==> config.mk <==
export PLATFORM = sky130hd
export DESIGN_NAME = scmc_top
export DESIGN_NICKNAME = d
export VERILOG_FILES = /design/src/common/scmc_pkg.sv /design/src/verilog/scmc_clk_div.sv /design/src/verilog/scmc_mode_fsm.sv /design/src/verilog/scmc_top.sv
export VERILOG_INCLUDE_DIRS = /design/src /design/src/common
export SDC_FILE = /design/constraint.sdc
export NUM_CORES = 1
export LEC_CHECK = 0
export ABC_AREA = 1
export BUFFER_PORTS_ARGS = -buffer_cell sky130_fd_sc_hd__buf_2
export CORE_MARGIN = 5
export CORE_UTILIZATION = 48
export DETAILED_ROUTE_END_ITERATION = 12
export GPL_ROUTABILITY_DRIVEN = 0
export PLACE_DENSITY_LB_ADDON = 0.2
export SKIP_CTS_REPAIR_TIMING = 1
export SLEW_MARGIN = 20
export SYNTH_ARGS = -nofsm -noshare
export SYNTH_HDL_FRONTEND = slang
export SYNTH_SLANG_ARGS = --single-unit
==> constraint.sdc <==
create_clock -name mclk -period 1.37 [get_ports mclk]
set_input_delay 0.274 -clock mclk [delete_from_list [all_inputs] [get_ports mclk]]
set_output_delay 0.274 -clock mclk [all_outputs]
set_load 0.02 [all_outputs]
==> src/common/scmc_consts.svh <==
`ifndef SCMC_CONSTS_SVH
`define SCMC_CONSTS_SVH

////////////////////////////////////////////////////////////////////////////////
// bus geometry
`define SCMC_ADDR_W 4
`define SCMC_DATA_W 8

////////////////////////////////////////////////////////////////////////////////
// register offsets
`define SCMC_OFS_SYSTEM_CLOCK_CONTROL 4'h0
`define SCMC_OFS_HI_RC_OSC_CONTROL 4'h1
`define SCMC_OFS_HS_CRYSTAL_CONTROL 4'h2
`define SCMC_OFS_LS_CRYSTAL_CONTROL 4'h3

////////////////////////////////////////////////////////////////////////////////
// reset values
`define SCMC_RST_SYSTEM_CLOCK_CONTROL 8'h00
`define SCMC_RST_HI_RC_OSC_CONTROL 8'h01
`define SCMC_RST_HS_CRYSTAL_CONTROL 8'h00
`define SCMC_RST_LS_CRYSTAL_CONTROL 8'h00

////////////////////////////////////////////////////////////////////////////////
// system clock control fields
`define SCMC_SEL_MSB 7
`define SCMC_SEL_LSB 5
`define SCMC_HIGH_SRC_BIT 3
`define SCMC_LOW_SRC_BIT 2
`define SCMC_IDLE_HIGH_BIT 1
`define SCMC_IDLE_LOW_BIT 0

// oscillator control fields
`define SCMC_RC_FREQ_MSB 3
`define SCMC_RC_FREQ_LSB 2
`define SCMC_MODE_BIT 2
`define SCMC_FLAG_BIT 1
`define SCMC_EN_BIT 0

////////////////////////////////////////////////////////////////////////////////
// encodings
`define SCMC_SEL_W 3
`define SCMC_SEL_LOW 3'h7
`define SCMC_DIV_STAGES 6
`define SCMC_RC_FREQ_8MHZ 2'h0
`define SCMC_RC_FREQ_12MHZ 2'h1
`define SCMC_RC_FREQ_16MHZ 2'h2
`define SCMC_SRC_CRYSTAL 1'h1
`define SCMC_SRC_RC 1'h0

`endif

==> src/common/scmc_pkg.sv <==
`include "scmc_consts.svh"

package scmc_pkg;

  ////////////////////////////////////////////////////////////////////////////////
  // operating modes, one-hot
  typedef enum logic [5:0] {
    SCMC_FAST = 6'h01,
    SCMC_SLOW = 6'h02,
    SCMC_SLEEP = 6'h04,
    SCMC_IDLE_LOW_ONLY = 6'h08,
    SCMC_IDLE_BOTH_CLOCKS = 6'h10,
    SCMC_IDLE_HIGH_ONLY = 6'h20
  } scmc_mode_t;

  ////////////////////////////////////////////////////////////////////////////////
  // carriers
  typedef struct packed {
    logic [`SCMC_ADDR_W-1:0] addr;
    logic [`SCMC_DATA_W-1:0] wdata;
    logic wr;
    logic rd;
  } scmc_bus_req_t;

  typedef struct packed {
    logic hs_crystal_osc;
    logic hs_rc_osc;
    logic ls_crystal_osc;
    logic ls_rc_osc;
  } scmc_osc_t;

  typedef struct packed {
    logic rc_stable_flag;
    logic hs_crystal_stable_flag;
    logic ls_crystal_stable_flag;
  } scmc_stable_t;

  typedef struct packed {
    logic hs_crystal_en;
    logic hs_rc_en;
    logic ls_crystal_en;
    logic ls_rc_en;
    logic [1:0] rc_freq_select;
    logic hs_crystal_range;
    logic ls_crystal_speedup;
  } scmc_osc_ctl_t;

  typedef struct packed {
    logic sysclk;
    logic high_clock;
    logic low_clock;
    logic ls_rc_clock;
    logic cpu_run;
  } scmc_clk_out_t;

  ////////////////////////////////////////////////////////////////////////////////
  // module state
  typedef struct packed {
    logic hi_prev;
    logic [`SCMC_DIV_STAGES-1:0] cnt;
    logic [`SCMC_DIV_STAGES:0] taps;
  } scmc_div_st_t;

  typedef struct packed {
    scmc_mode_t mode;
    logic [`SCMC_SEL_W-1:0] held_sel;
  } scmc_fsm_st_t;

  ////////////////////////////////////////////////////////////////////////////////
  // a selector may only move while both the old and the new clock are low
  function automatic logic scmc_may_switch(input logic old_lvl, input logic new_lvl);
    scmc_may_switch = ~old_lvl & ~new_lvl;
  endfunction : scmc_may_switch

endpackage : scmc_pkg

==> src/verilog/scmc_clk_div.sv <==
`timescale 1ns/1ps
`default_nettype none
`include "scmc_consts.svh"

module scmc_clk_div
  import scmc_pkg::*;
#(
  parameter int STAGES = `SCMC_DIV_STAGES
) (
  input wire logic mclk,
  input wire logic rst_n,
  input wire logic high_in,
  output logic [STAGES:0] taps
);

  scmc_div_st_t st_q;
  scmc_div_st_t st_d;
  logic rise;

  ////////////////////////////////////////////////////////////////////////////////
  // ripple of high clock rising edges; tap k is the high clock over 2**k
  always_comb begin
    st_d = st_q;
    rise = high_in & ~st_q.hi_prev;
    st_d.hi_prev = high_in;
    st_d.cnt = st_q.cnt + {{(STAGES-1){1'b0}}, rise};
    st_d.taps = {st_d.cnt, high_in};
  end

  // state register
  always_ff @(posedge mclk) begin
    if (!rst_n) begin
      st_q <= '0;
    end else begin
      st_q <= st_d;
    end
  end

  assign taps = st_q.taps;

endmodule : scmc_clk_div

`default_nettype wire

==> src/verilog/scmc_mode_fsm.sv <==
`timescale 1ns/1ps
`default_nettype none
`include "scmc_consts.svh"

module scmc_mode_fsm
  import scmc_pkg::*;
(
  input wire logic mclk,
  input wire logic rst_n,
  input wire logic halt,
  input wire logic wake,
  input wire logic idle_high_clock_keep,
  input wire logic idle_low_clock_keep,
  input wire logic [`SCMC_SEL_W-1:0] sysclk_select,
  output scmc_mode_t mode,
  output logic [`SCMC_SEL_W-1:0] held_sel
);

  scmc_fsm_st_t st_q;
  scmc_fsm_st_t st_d;
  logic run_slow;

  ////////////////////////////////////////////////////////////////////////////////
  // run modes follow the select field; halt latches the idle bits and field
  always_comb begin
    st_d = st_q;
    run_slow = (sysclk_select == `SCMC_SEL_LOW);
    case (st_q.mode)
      SCMC_FAST, SCMC_SLOW: begin
        st_d.mode = run_slow ? SCMC_SLOW : SCMC_FAST;
        st_d.held_sel = sysclk_select;
        if (halt) begin
          st_d.held_sel = sysclk_select;
          case ({idle_high_clock_keep, idle_low_clock_keep})
            2'h0: st_d.mode = SCMC_SLEEP;
            2'h1: st_d.mode = SCMC_IDLE_LOW_ONLY;
            2'h3: st_d.mode = SCMC_IDLE_BOTH_CLOCKS;
            default: st_d.mode = SCMC_IDLE_HIGH_ONLY;
          endcase
        end
      end
      SCMC_SLEEP, SCMC_IDLE_LOW_ONLY, SCMC_IDLE_BOTH_CLOCKS, SCMC_IDLE_HIGH_ONLY: begin
        if (wake) begin
          st_d.mode = run_slow ? SCMC_SLOW : SCMC_FAST;
          st_d.held_sel = sysclk_select;
        end
      end
      default: begin
        st_d.mode = SCMC_FAST;
      end
    endcase
  end

  // state register
  always_ff @(posedge mclk) begin
    if (!rst_n) begin
      st_q.mode <= SCMC_FAST;
      st_q.held_sel <= '0;
    end else begin
      st_q <= st_d;
    end
  end

  assign mode = st_q.mode;
  assign held_sel = st_q.held_sel;

endmodule : scmc_mode_fsm

`default_nettype wire

==> src/verilog/scmc_top.sv <==
`timescale 1ns/1ps
`default_nettype none
`include "scmc_consts.svh"

module scmc_top
  import scmc_pkg::*;
#(
  parameter int STAGES = `SCMC_DIV_STAGES
) (
  input wire logic mclk,
  input wire logic rst_n,
  input wire scmc_bus_req_t bus_req,
  output logic [`SCMC_DATA_W-1:0] rdata,
  input wire logic halt,
  input wire logic wake,
  input wire logic watchdog_enable,
  input wire scmc_osc_t osc_in,
  input wire scmc_stable_t stable_in,
  output scmc_osc_ctl_t osc_ctl,
  output scmc_clk_out_t clk_out,
  output logic [STAGES:0] hs_div_taps,
  output scmc_mode_t mode_out
);

  ////////////////////////////////////////////////////////////////////////////////
  // state of the top level, registered as one struct
  typedef struct packed {
    logic [`SCMC_SEL_W-1:0] sysclk_select;
    logic high_source_select;
    logic low_source_select;
    logic idle_high_clock_keep;
    logic idle_low_clock_keep;
    logic [1:0] rc_freq_select;
    logic rc_osc_enable;
    logic hs_crystal_range;
    logic hs_crystal_enable;
    logic ls_crystal_speedup;
    logic ls_crystal_enable;
    logic hs_src;
    logic hi_on;
    logic ls_src;
    logic lo_on;
    logic [`SCMC_SEL_W-1:0] sel_cur;
    logic sys_on;
    logic [`SCMC_DATA_W-1:0] rdata;
    scmc_osc_ctl_t osc_ctl;
    scmc_clk_out_t clk_out;
  } scmc_top_st_t;

  scmc_top_st_t st_q;
  scmc_top_st_t st_d;

  scmc_mode_t mode;
  logic [`SCMC_SEL_W-1:0] held_sel;
  logic [STAGES:0] taps;
  logic hi_gated;

  // comb helpers
  logic hs_lvl;
  logic hs_new_lvl;
  logic ls_lvl;
  logic ls_new_lvl;
  logic hs_active;
  logic hi_want;
  logic lo_want;
  logic sys_want;
  logic is_run;
  logic [`SCMC_SEL_W-1:0] sel_req;
  logic cur_lvl;
  logic req_lvl;
  logic lxt_locked;
  logic [`SCMC_DATA_W-1:0] rd_mux;

  ////////////////////////////////////////////////////////////////////////////////
  // level of the system clock source for a select code
  function automatic logic src_level(
    input logic [`SCMC_SEL_W-1:0] code,
    input logic [STAGES:0] div_taps,
    input logic low_lvl
  );
    if (code == `SCMC_SEL_LOW) begin
      src_level = low_lvl;
    end else begin
      src_level = div_taps[code];
    end
  endfunction : src_level

  ////////////////////////////////////////////////////////////////////////////////
  // mode sequencer and high clock divider
  scmc_mode_fsm u_fsm (
    .mclk(mclk),
    .rst_n(rst_n),
    .halt(halt),
    .wake(wake),
    .idle_high_clock_keep(st_q.idle_high_clock_keep),
    .idle_low_clock_keep(st_q.idle_low_clock_keep),
    .sysclk_select(st_q.sysclk_select),
    .mode(mode),
    .held_sel(held_sel)
  );

  // divided versions follow the gated high clock
  assign hi_gated = hs_lvl & st_q.hi_on;

  scmc_clk_div #(
    .STAGES(STAGES)
  ) u_div (
    .mclk(mclk),
    .rst_n(rst_n),
    .high_in(hi_gated),
    .taps(taps)
  );

  ////////////////////////////////////////////////////////////////////////////////
  // register writes, oscillator control, clock selection and gating
  always_comb begin
    st_d = st_q;

    // speed-up bit frozen while the low crystal clocks the system
    lxt_locked = (st_q.sysclk_select == `SCMC_SEL_LOW) &&
                 (st_q.low_source_select == `SCMC_SRC_CRYSTAL);

    // software writes
    if (bus_req.wr) begin
      case (bus_req.addr)
        `SCMC_OFS_SYSTEM_CLOCK_CONTROL: begin
          st_d.sysclk_select = bus_req.wdata[`SCMC_SEL_MSB:`SCMC_SEL_LSB];
          st_d.high_source_select = bus_req.wdata[`SCMC_HIGH_SRC_BIT];
          st_d.low_source_select = bus_req.wdata[`SCMC_LOW_SRC_BIT];
          st_d.idle_high_clock_keep = bus_req.wdata[`SCMC_IDLE_HIGH_BIT];
          st_d.idle_low_clock_keep = bus_req.wdata[`SCMC_IDLE_LOW_BIT];
        end
        `SCMC_OFS_HI_RC_OSC_CONTROL: begin
          st_d.rc_freq_select = bus_req.wdata[`SCMC_RC_FREQ_MSB:`SCMC_RC_FREQ_LSB];
          st_d.rc_osc_enable = bus_req.wdata[`SCMC_EN_BIT];
        end
        `SCMC_OFS_HS_CRYSTAL_CONTROL: begin
          st_d.hs_crystal_range = bus_req.wdata[`SCMC_MODE_BIT];
          st_d.hs_crystal_enable = bus_req.wdata[`SCMC_EN_BIT];
        end
        `SCMC_OFS_LS_CRYSTAL_CONTROL: begin
          if (!lxt_locked) begin
            st_d.ls_crystal_speedup = bus_req.wdata[`SCMC_MODE_BIT];
          end
          st_d.ls_crystal_enable = bus_req.wdata[`SCMC_EN_BIT];
        end
        default: begin
        end
      endcase
    end

    // read data stand for one cycle only, zero elsewhere
    rd_mux = '0;
    case (bus_req.addr)
      `SCMC_OFS_SYSTEM_CLOCK_CONTROL: begin
        rd_mux[`SCMC_SEL_MSB:`SCMC_SEL_LSB] = st_q.sysclk_select;
        rd_mux[`SCMC_HIGH_SRC_BIT] = st_q.high_source_select;
        rd_mux[`SCMC_LOW_SRC_BIT] = st_q.low_source_select;
        rd_mux[`SCMC_IDLE_HIGH_BIT] = st_q.idle_high_clock_keep;
        rd_mux[`SCMC_IDLE_LOW_BIT] = st_q.idle_low_clock_keep;
      end
      `SCMC_OFS_HI_RC_OSC_CONTROL: begin
        rd_mux[`SCMC_RC_FREQ_MSB:`SCMC_RC_FREQ_LSB] = st_q.rc_freq_select;
        rd_mux[`SCMC_FLAG_BIT] = stable_in.rc_stable_flag;
        rd_mux[`SCMC_EN_BIT] = st_q.rc_osc_enable;
      end
      `SCMC_OFS_HS_CRYSTAL_CONTROL: begin
        rd_mux[`SCMC_MODE_BIT] = st_q.hs_crystal_range;
        rd_mux[`SCMC_FLAG_BIT] = stable_in.hs_crystal_stable_flag;
        rd_mux[`SCMC_EN_BIT] = st_q.hs_crystal_enable;
      end
      `SCMC_OFS_LS_CRYSTAL_CONTROL: begin
        rd_mux[`SCMC_MODE_BIT] = st_q.ls_crystal_speedup;
        rd_mux[`SCMC_FLAG_BIT] = stable_in.ls_crystal_stable_flag;
        rd_mux[`SCMC_EN_BIT] = st_q.ls_crystal_enable;
      end
      default: begin
        rd_mux = '0;
      end
    endcase
    st_d.rdata = bus_req.rd ? rd_mux : '0;

    // which modes need the selected high oscillator forced on
    is_run = (mode == SCMC_FAST) || (mode == SCMC_SLOW);
    hs_active = (mode == SCMC_FAST) || (mode == SCMC_IDLE_BOTH_CLOCKS) ||
                (mode == SCMC_IDLE_HIGH_ONLY);

    // high source mux, moved only while both oscillators are low
    hs_lvl = (st_q.hs_src == `SCMC_SRC_CRYSTAL) ? osc_in.hs_crystal_osc : osc_in.hs_rc_osc;
    hs_new_lvl = (st_q.high_source_select == `SCMC_SRC_CRYSTAL) ?
                 osc_in.hs_crystal_osc : osc_in.hs_rc_osc;
    if (scmc_may_switch(hs_lvl, hs_new_lvl)) begin
      st_d.hs_src = st_q.high_source_select;
    end

    // high clock on in fast and high idles; in slow per its oscillator enable
    hi_want = hs_active;
    if (mode == SCMC_SLOW) begin
      hi_want = (st_q.hs_src == `SCMC_SRC_CRYSTAL) ? st_q.hs_crystal_enable :
                st_q.rc_osc_enable;
    end
    // a tap feeding a running system clock must not freeze high
    if (!hs_lvl && (hi_want || !st_q.sys_on || (st_q.sel_cur == `SCMC_SEL_LOW))) begin
      st_d.hi_on = hi_want;
    end

    // oscillator enables: selected one forced in active modes, own bit in slow, both off in sleep and low-only idle
    st_d.osc_ctl.hs_crystal_en = 1'b0;
    st_d.osc_ctl.hs_rc_en = 1'b0;
    if (hs_active || (mode == SCMC_SLOW)) begin
      st_d.osc_ctl.hs_crystal_en = st_q.hs_crystal_enable ||
        (hs_active && (st_q.high_source_select == `SCMC_SRC_CRYSTAL));
      st_d.osc_ctl.hs_rc_en = st_q.rc_osc_enable ||
        (hs_active && (st_q.high_source_select == `SCMC_SRC_RC));
    end
    st_d.osc_ctl.rc_freq_select = st_q.rc_freq_select;
    st_d.osc_ctl.hs_crystal_range = st_q.hs_crystal_range;
    st_d.osc_ctl.ls_crystal_speedup = st_q.ls_crystal_speedup;

    // low source mux, moved only while both oscillators are low
    ls_lvl = (st_q.ls_src == `SCMC_SRC_CRYSTAL) ? osc_in.ls_crystal_osc : osc_in.ls_rc_osc;
    ls_new_lvl = (st_q.low_source_select == `SCMC_SRC_CRYSTAL) ?
                 osc_in.ls_crystal_osc : osc_in.ls_rc_osc;
    if (scmc_may_switch(ls_lvl, ls_new_lvl)) begin
      st_d.ls_src = st_q.low_source_select;
    end

    // low clock stopped in sleep and in the high-only idle
    lo_want = (mode != SCMC_SLEEP) && (mode != SCMC_IDLE_HIGH_ONLY);
    if (!ls_lvl) begin
      st_d.lo_on = lo_want;
    end
    st_d.osc_ctl.ls_crystal_en = st_q.ls_crystal_enable ||
      (lo_want && (st_q.low_source_select == `SCMC_SRC_CRYSTAL));
    st_d.osc_ctl.ls_rc_en = (mode != SCMC_SLEEP) || watchdog_enable;

    // system clock source request: live field when running, held one when idle
    sel_req = is_run ? st_q.sysclk_select : held_sel;
    cur_lvl = src_level(st_q.sel_cur, taps, st_q.clk_out.low_clock);
    req_lvl = src_level(sel_req, taps, st_q.clk_out.low_clock);
    if (scmc_may_switch(cur_lvl, req_lvl)) begin
      st_d.sel_cur = sel_req;
    end

    // system clock gating per mode
    case (mode)
      SCMC_FAST, SCMC_SLOW: sys_want = 1'b1;
      SCMC_SLEEP: sys_want = 1'b0;
      SCMC_IDLE_LOW_ONLY: sys_want = (held_sel == `SCMC_SEL_LOW);
      SCMC_IDLE_BOTH_CLOCKS: sys_want = 1'b1;
      SCMC_IDLE_HIGH_ONLY: sys_want = (held_sel != `SCMC_SEL_LOW);
      default: sys_want = 1'b0;
    endcase
    if (!cur_lvl) begin
      st_d.sys_on = sys_want;
    end

    // clock outputs
    st_d.clk_out.sysclk = cur_lvl & st_q.sys_on;
    st_d.clk_out.high_clock = hi_gated;
    st_d.clk_out.low_clock = ls_lvl & st_q.lo_on;
    st_d.clk_out.ls_rc_clock = osc_in.ls_rc_osc & st_d.osc_ctl.ls_rc_en;
    st_d.clk_out.cpu_run = is_run;
  end

  ////////////////////////////////////////////////////////////////////////////////
  // state register
  always_ff @(posedge mclk) begin
    if (!rst_n) begin
      st_q <= '0;
      st_q.sysclk_select <= 3'(`SCMC_RST_SYSTEM_CLOCK_CONTROL >> `SCMC_SEL_LSB);
      st_q.high_source_select <= 1'(`SCMC_RST_SYSTEM_CLOCK_CONTROL >> `SCMC_HIGH_SRC_BIT);
      st_q.low_source_select <= 1'(`SCMC_RST_SYSTEM_CLOCK_CONTROL >> `SCMC_LOW_SRC_BIT);
      st_q.rc_freq_select <= 2'(`SCMC_RST_HI_RC_OSC_CONTROL >> `SCMC_RC_FREQ_LSB);
      st_q.rc_osc_enable <= 1'(`SCMC_RST_HI_RC_OSC_CONTROL >> `SCMC_EN_BIT);
      st_q.hs_crystal_enable <= 1'(`SCMC_RST_HS_CRYSTAL_CONTROL >> `SCMC_EN_BIT);
      st_q.ls_crystal_enable <= 1'(`SCMC_RST_LS_CRYSTAL_CONTROL >> `SCMC_EN_BIT);
      st_q.hi_on <= 1'b1;
      st_q.lo_on <= 1'b1;
      st_q.sys_on <= 1'b1;
      st_q.clk_out.cpu_run <= 1'b1;
    end else begin
      st_q <= st_d;
    end
  end

  // outputs straight from flops
  assign rdata = st_q.rdata;
  assign osc_ctl = st_q.osc_ctl;
  assign clk_out = st_q.clk_out;
  assign hs_div_taps = taps;
  assign mode_out = mode;

endmodule : scmc_top

`default_nettype wire

==> reports/metrics.csv <==
stage;metric;value;unit
routing;vias_per_cell;5.018;
clock_tree;root_buffer;clkbuf_8;
timing;maxSlewHeadroom;65.96;%
timing;setup_ws;-0.2997;ns
cells_and_area;drive_gt1_share;41.72;%
worst_setup_path;cp_max_fo;6;
cells_and_area;multiInputGateArea;0.001340;mm²
synthesis;syn-num-nets;379;
grt;first_global_vias;2430;
floorplan;dieArea;0.007122;mm²
worst_setup_path;required;1.57;ns
grt;met1_usage;22.61;%
worst_setup_path;rrSetupSlack;-0.30;ns
grt;grt_max_degree;17;
worst_setup_path;worst_ep_arrival_time;1.87;ns
routing;first_iter_violations;147;
routing;vias;2574;
cells_and_area;finalNonFillerCells;513;
outcome;violations;setup timing;
timing;tightest_slew;0.5101;ns
timing;rsz0062_at_grt;true;
clock_tree;cts_buffer_depth;2;
worst_setup_path;critPathKind;register to register;
synthesis;ys_seq_area_share;42.96;%
power;p_leak;1.665;nW
placement;dp_hpwl;4963;µm
cells_and_area;final_common_cell;buf_2;
outcome;status;finished, violations left;
routing;routedWlPerCell;13.60;µm
timing;clock.fmax;0.5989;GHz
clock_tree;cts_tree;done;
floorplan;die_x;84.39;µm
run;maxCapViolations;0;
synthesis;synth.cell_area;0.002656;mm²
grt;busiest_layer;met2;
grt;use_met2;31.92;%
placement;portBuffers;57;
floorplan;fp.dieH;84.39;µm
grt;grt_usage;18.64;%
clock_tree;cts.sinks;57;
timing;period_minus_slack;1.670;ns
routing;first_pass_iters;5;
cells_and_area;areaGrowthSynthToFinish;38.29;%
grt;grt_pass1_wl;10640;µm
synthesis;synthFlopType;dfxtp_1;
placement;place_inst;493;
timing;setup_viol;19;
cells_and_area;nets;464;
cells_and_area;n_fill_cell;465;
grt;grt_remaining_overflow;0;
timing;clock_skew;0.008958;ns
synthesis;ys_types;33;
routing;ant_nets;0;
cells_and_area;ff_latch_area;0.001164;mm²
worst_setup_path;cp-start-kind;register;
routing;drc;0;
clock_tree;cts.htree.levels;3;
cells_and_area;diodes;0;
floorplan;ioPinCount;60;
floorplan;core-area;0.005439;mm²
timing;slew_viol_final;0;
grt;gr-usage-met3;4.907;%
cells_and_area;final_core_util;67.54;%
floorplan;initial_core_util;48.84;%
clock_tree;clk_latency;0.34;ns
synthesis;synth-edff-count;0;
power;vdd_drop_max;0.8866;mV
clock_tree;cts_buffers;9;
power;p_per_area;1246;mW/mm²
floorplan;placementRows;27;
synthesis;synth-seq-cells;57;
placement;dpl_worst_slack;-0.3170;ns
timing;final.period_utilization;121.9;%
synthesis;avgSynthCellArea;7.568;µm²
worst_setup_path;worst_setup_path_end_kind;register;
routing;wl;6977;µm
min_path;hold_path.class;input port to register;
timing;hold_viol;0;
grt;antenna_found_initial;0;
synthesis;syn_inst;351;
cells_and_area;final_cell_mix;buf_2, dfxtp_1, inv_1;
synthesis;yosysWarnings;0;
synthesis;async_flop_share;0;%
clock_tree;cts.clk_slew.worst_paths;0.07;ns
## cell type report
type                    count  area share, %
multi-input cells         210          36.48
flip-flops and latches     57          31.68
repair buffers            103          17.75
inverters                  55          5.688
clock buffers               9          3.372
clock inverters             7          2.589
well taps                  72          2.452
## power breakdown
group / leakage, nW / total, mW / switching [mW] / internal, mW
Sequential: 0.469 / 1.85 / 0.0933 / 1.76
Combinational: 1.09 / 0.986 / 0.568 / 0.418
Clock: 0.109 / 1.74 / 0.719 / 1.02
Total: 1.67 / 4.58 / 1.38 / 3.20
## sequential cells by signal, summed over array words and instances, names as in the netlist
register / flops
st_d: 4
st_q: 18
u_fsm.mode: 6
u_fsm.held_sel: 3
rdata: 7
u_div.taps: 7
osc_ctl: 8
clk_out: 4
## worst paths after layout
kind,from,endpoint,depth (start not counted)
hold / removal,watchdog_enable,osc_ctl[4],3
setup / recovery,u_fsm.mode[1],st_q[23],12
setup reg to reg,u_fsm.mode[1],st_q[23],12
hold reg to reg,st_d[5],osc_ctl[0],2
## worst max-delay path, cell delays in order, from the launching register on
cell and delay [ns]:
dfxtp_4 0.38, inv_2 0.05, nor2_4 0.12, nand3_4 0.14, nand2_8 0.13, buf_6 0.14
nand2_4 0.06, o21ai_4 0.07, nand3_2 0.11, nand3_4 0.12, nand3_4 0.09, nand2_1 0.07
a21oi_1 0.06
## layer usage
layer | wire [µm] | vias to the layer above | part of all wire (%)
li1 | - | 1318 | -
met1 | 2953 | 1187 | 42
met2 | 3550 | 61 | 51
met3 | 380 | 8 | 5.4
met4 | 93 | 0 | 1.3
met5 | 0 | - | 0
## logic make-up (layout without fill, tap and decap cells)
| kind of cell | Yosys count | count (layout) | synth area share, % |
|---|---|---|---|
| DFF | 57 | 57 | 42.96 |
| other | 1 | 1 | 0.1412 |
| buffers and inverters | 84 | 174 | 15.26 |
| adders and majority gates | 2 | 2 | 0.9419 |
| AOI/OAI and AO/OA | 77 | 77 | 16.72 |
| and+or+nand+nor | 130 | 130 | 23.98 |
## through the flow
step | area [µm²] | total power [mW] | hold slack (ns) | setup TNS [ns]
after global routing | 3674 | 4.803 | 0.1768 | -4.912
final | 3674 | 4.579 | 0.1695 | -2.460
after global placement | 3193 | 2.675 | 0.4180 | -1.942
after floorplan | 2701 | 2.433 | 0.3577 | -0.6262
after detailed placement | 3193 | 2.696 | 0.4185 | -2.585
after CTS | 3412 | 4.430 | 0.1580 | -2.540
## Yosys cell counts, drive strengths merged (2+ instances only)
library cell	number	share of area, %
o211ai	3	0.85
buf	23	6.6
nand4	8	1.9
nand3	33	7.5
nor2	33	5.6
clkbuf	6	0.85
a31oi	2	0.47
a221oi	3	0.99
dfxtp	57	43
o22ai	3	0.71
o21ai	32	6.3
nor3	6	1.3
nand2	48	7.2
ha	2	0.94
inv	55	7.8
a21oi	29	5.5
(Power assumes the default switching activity.)
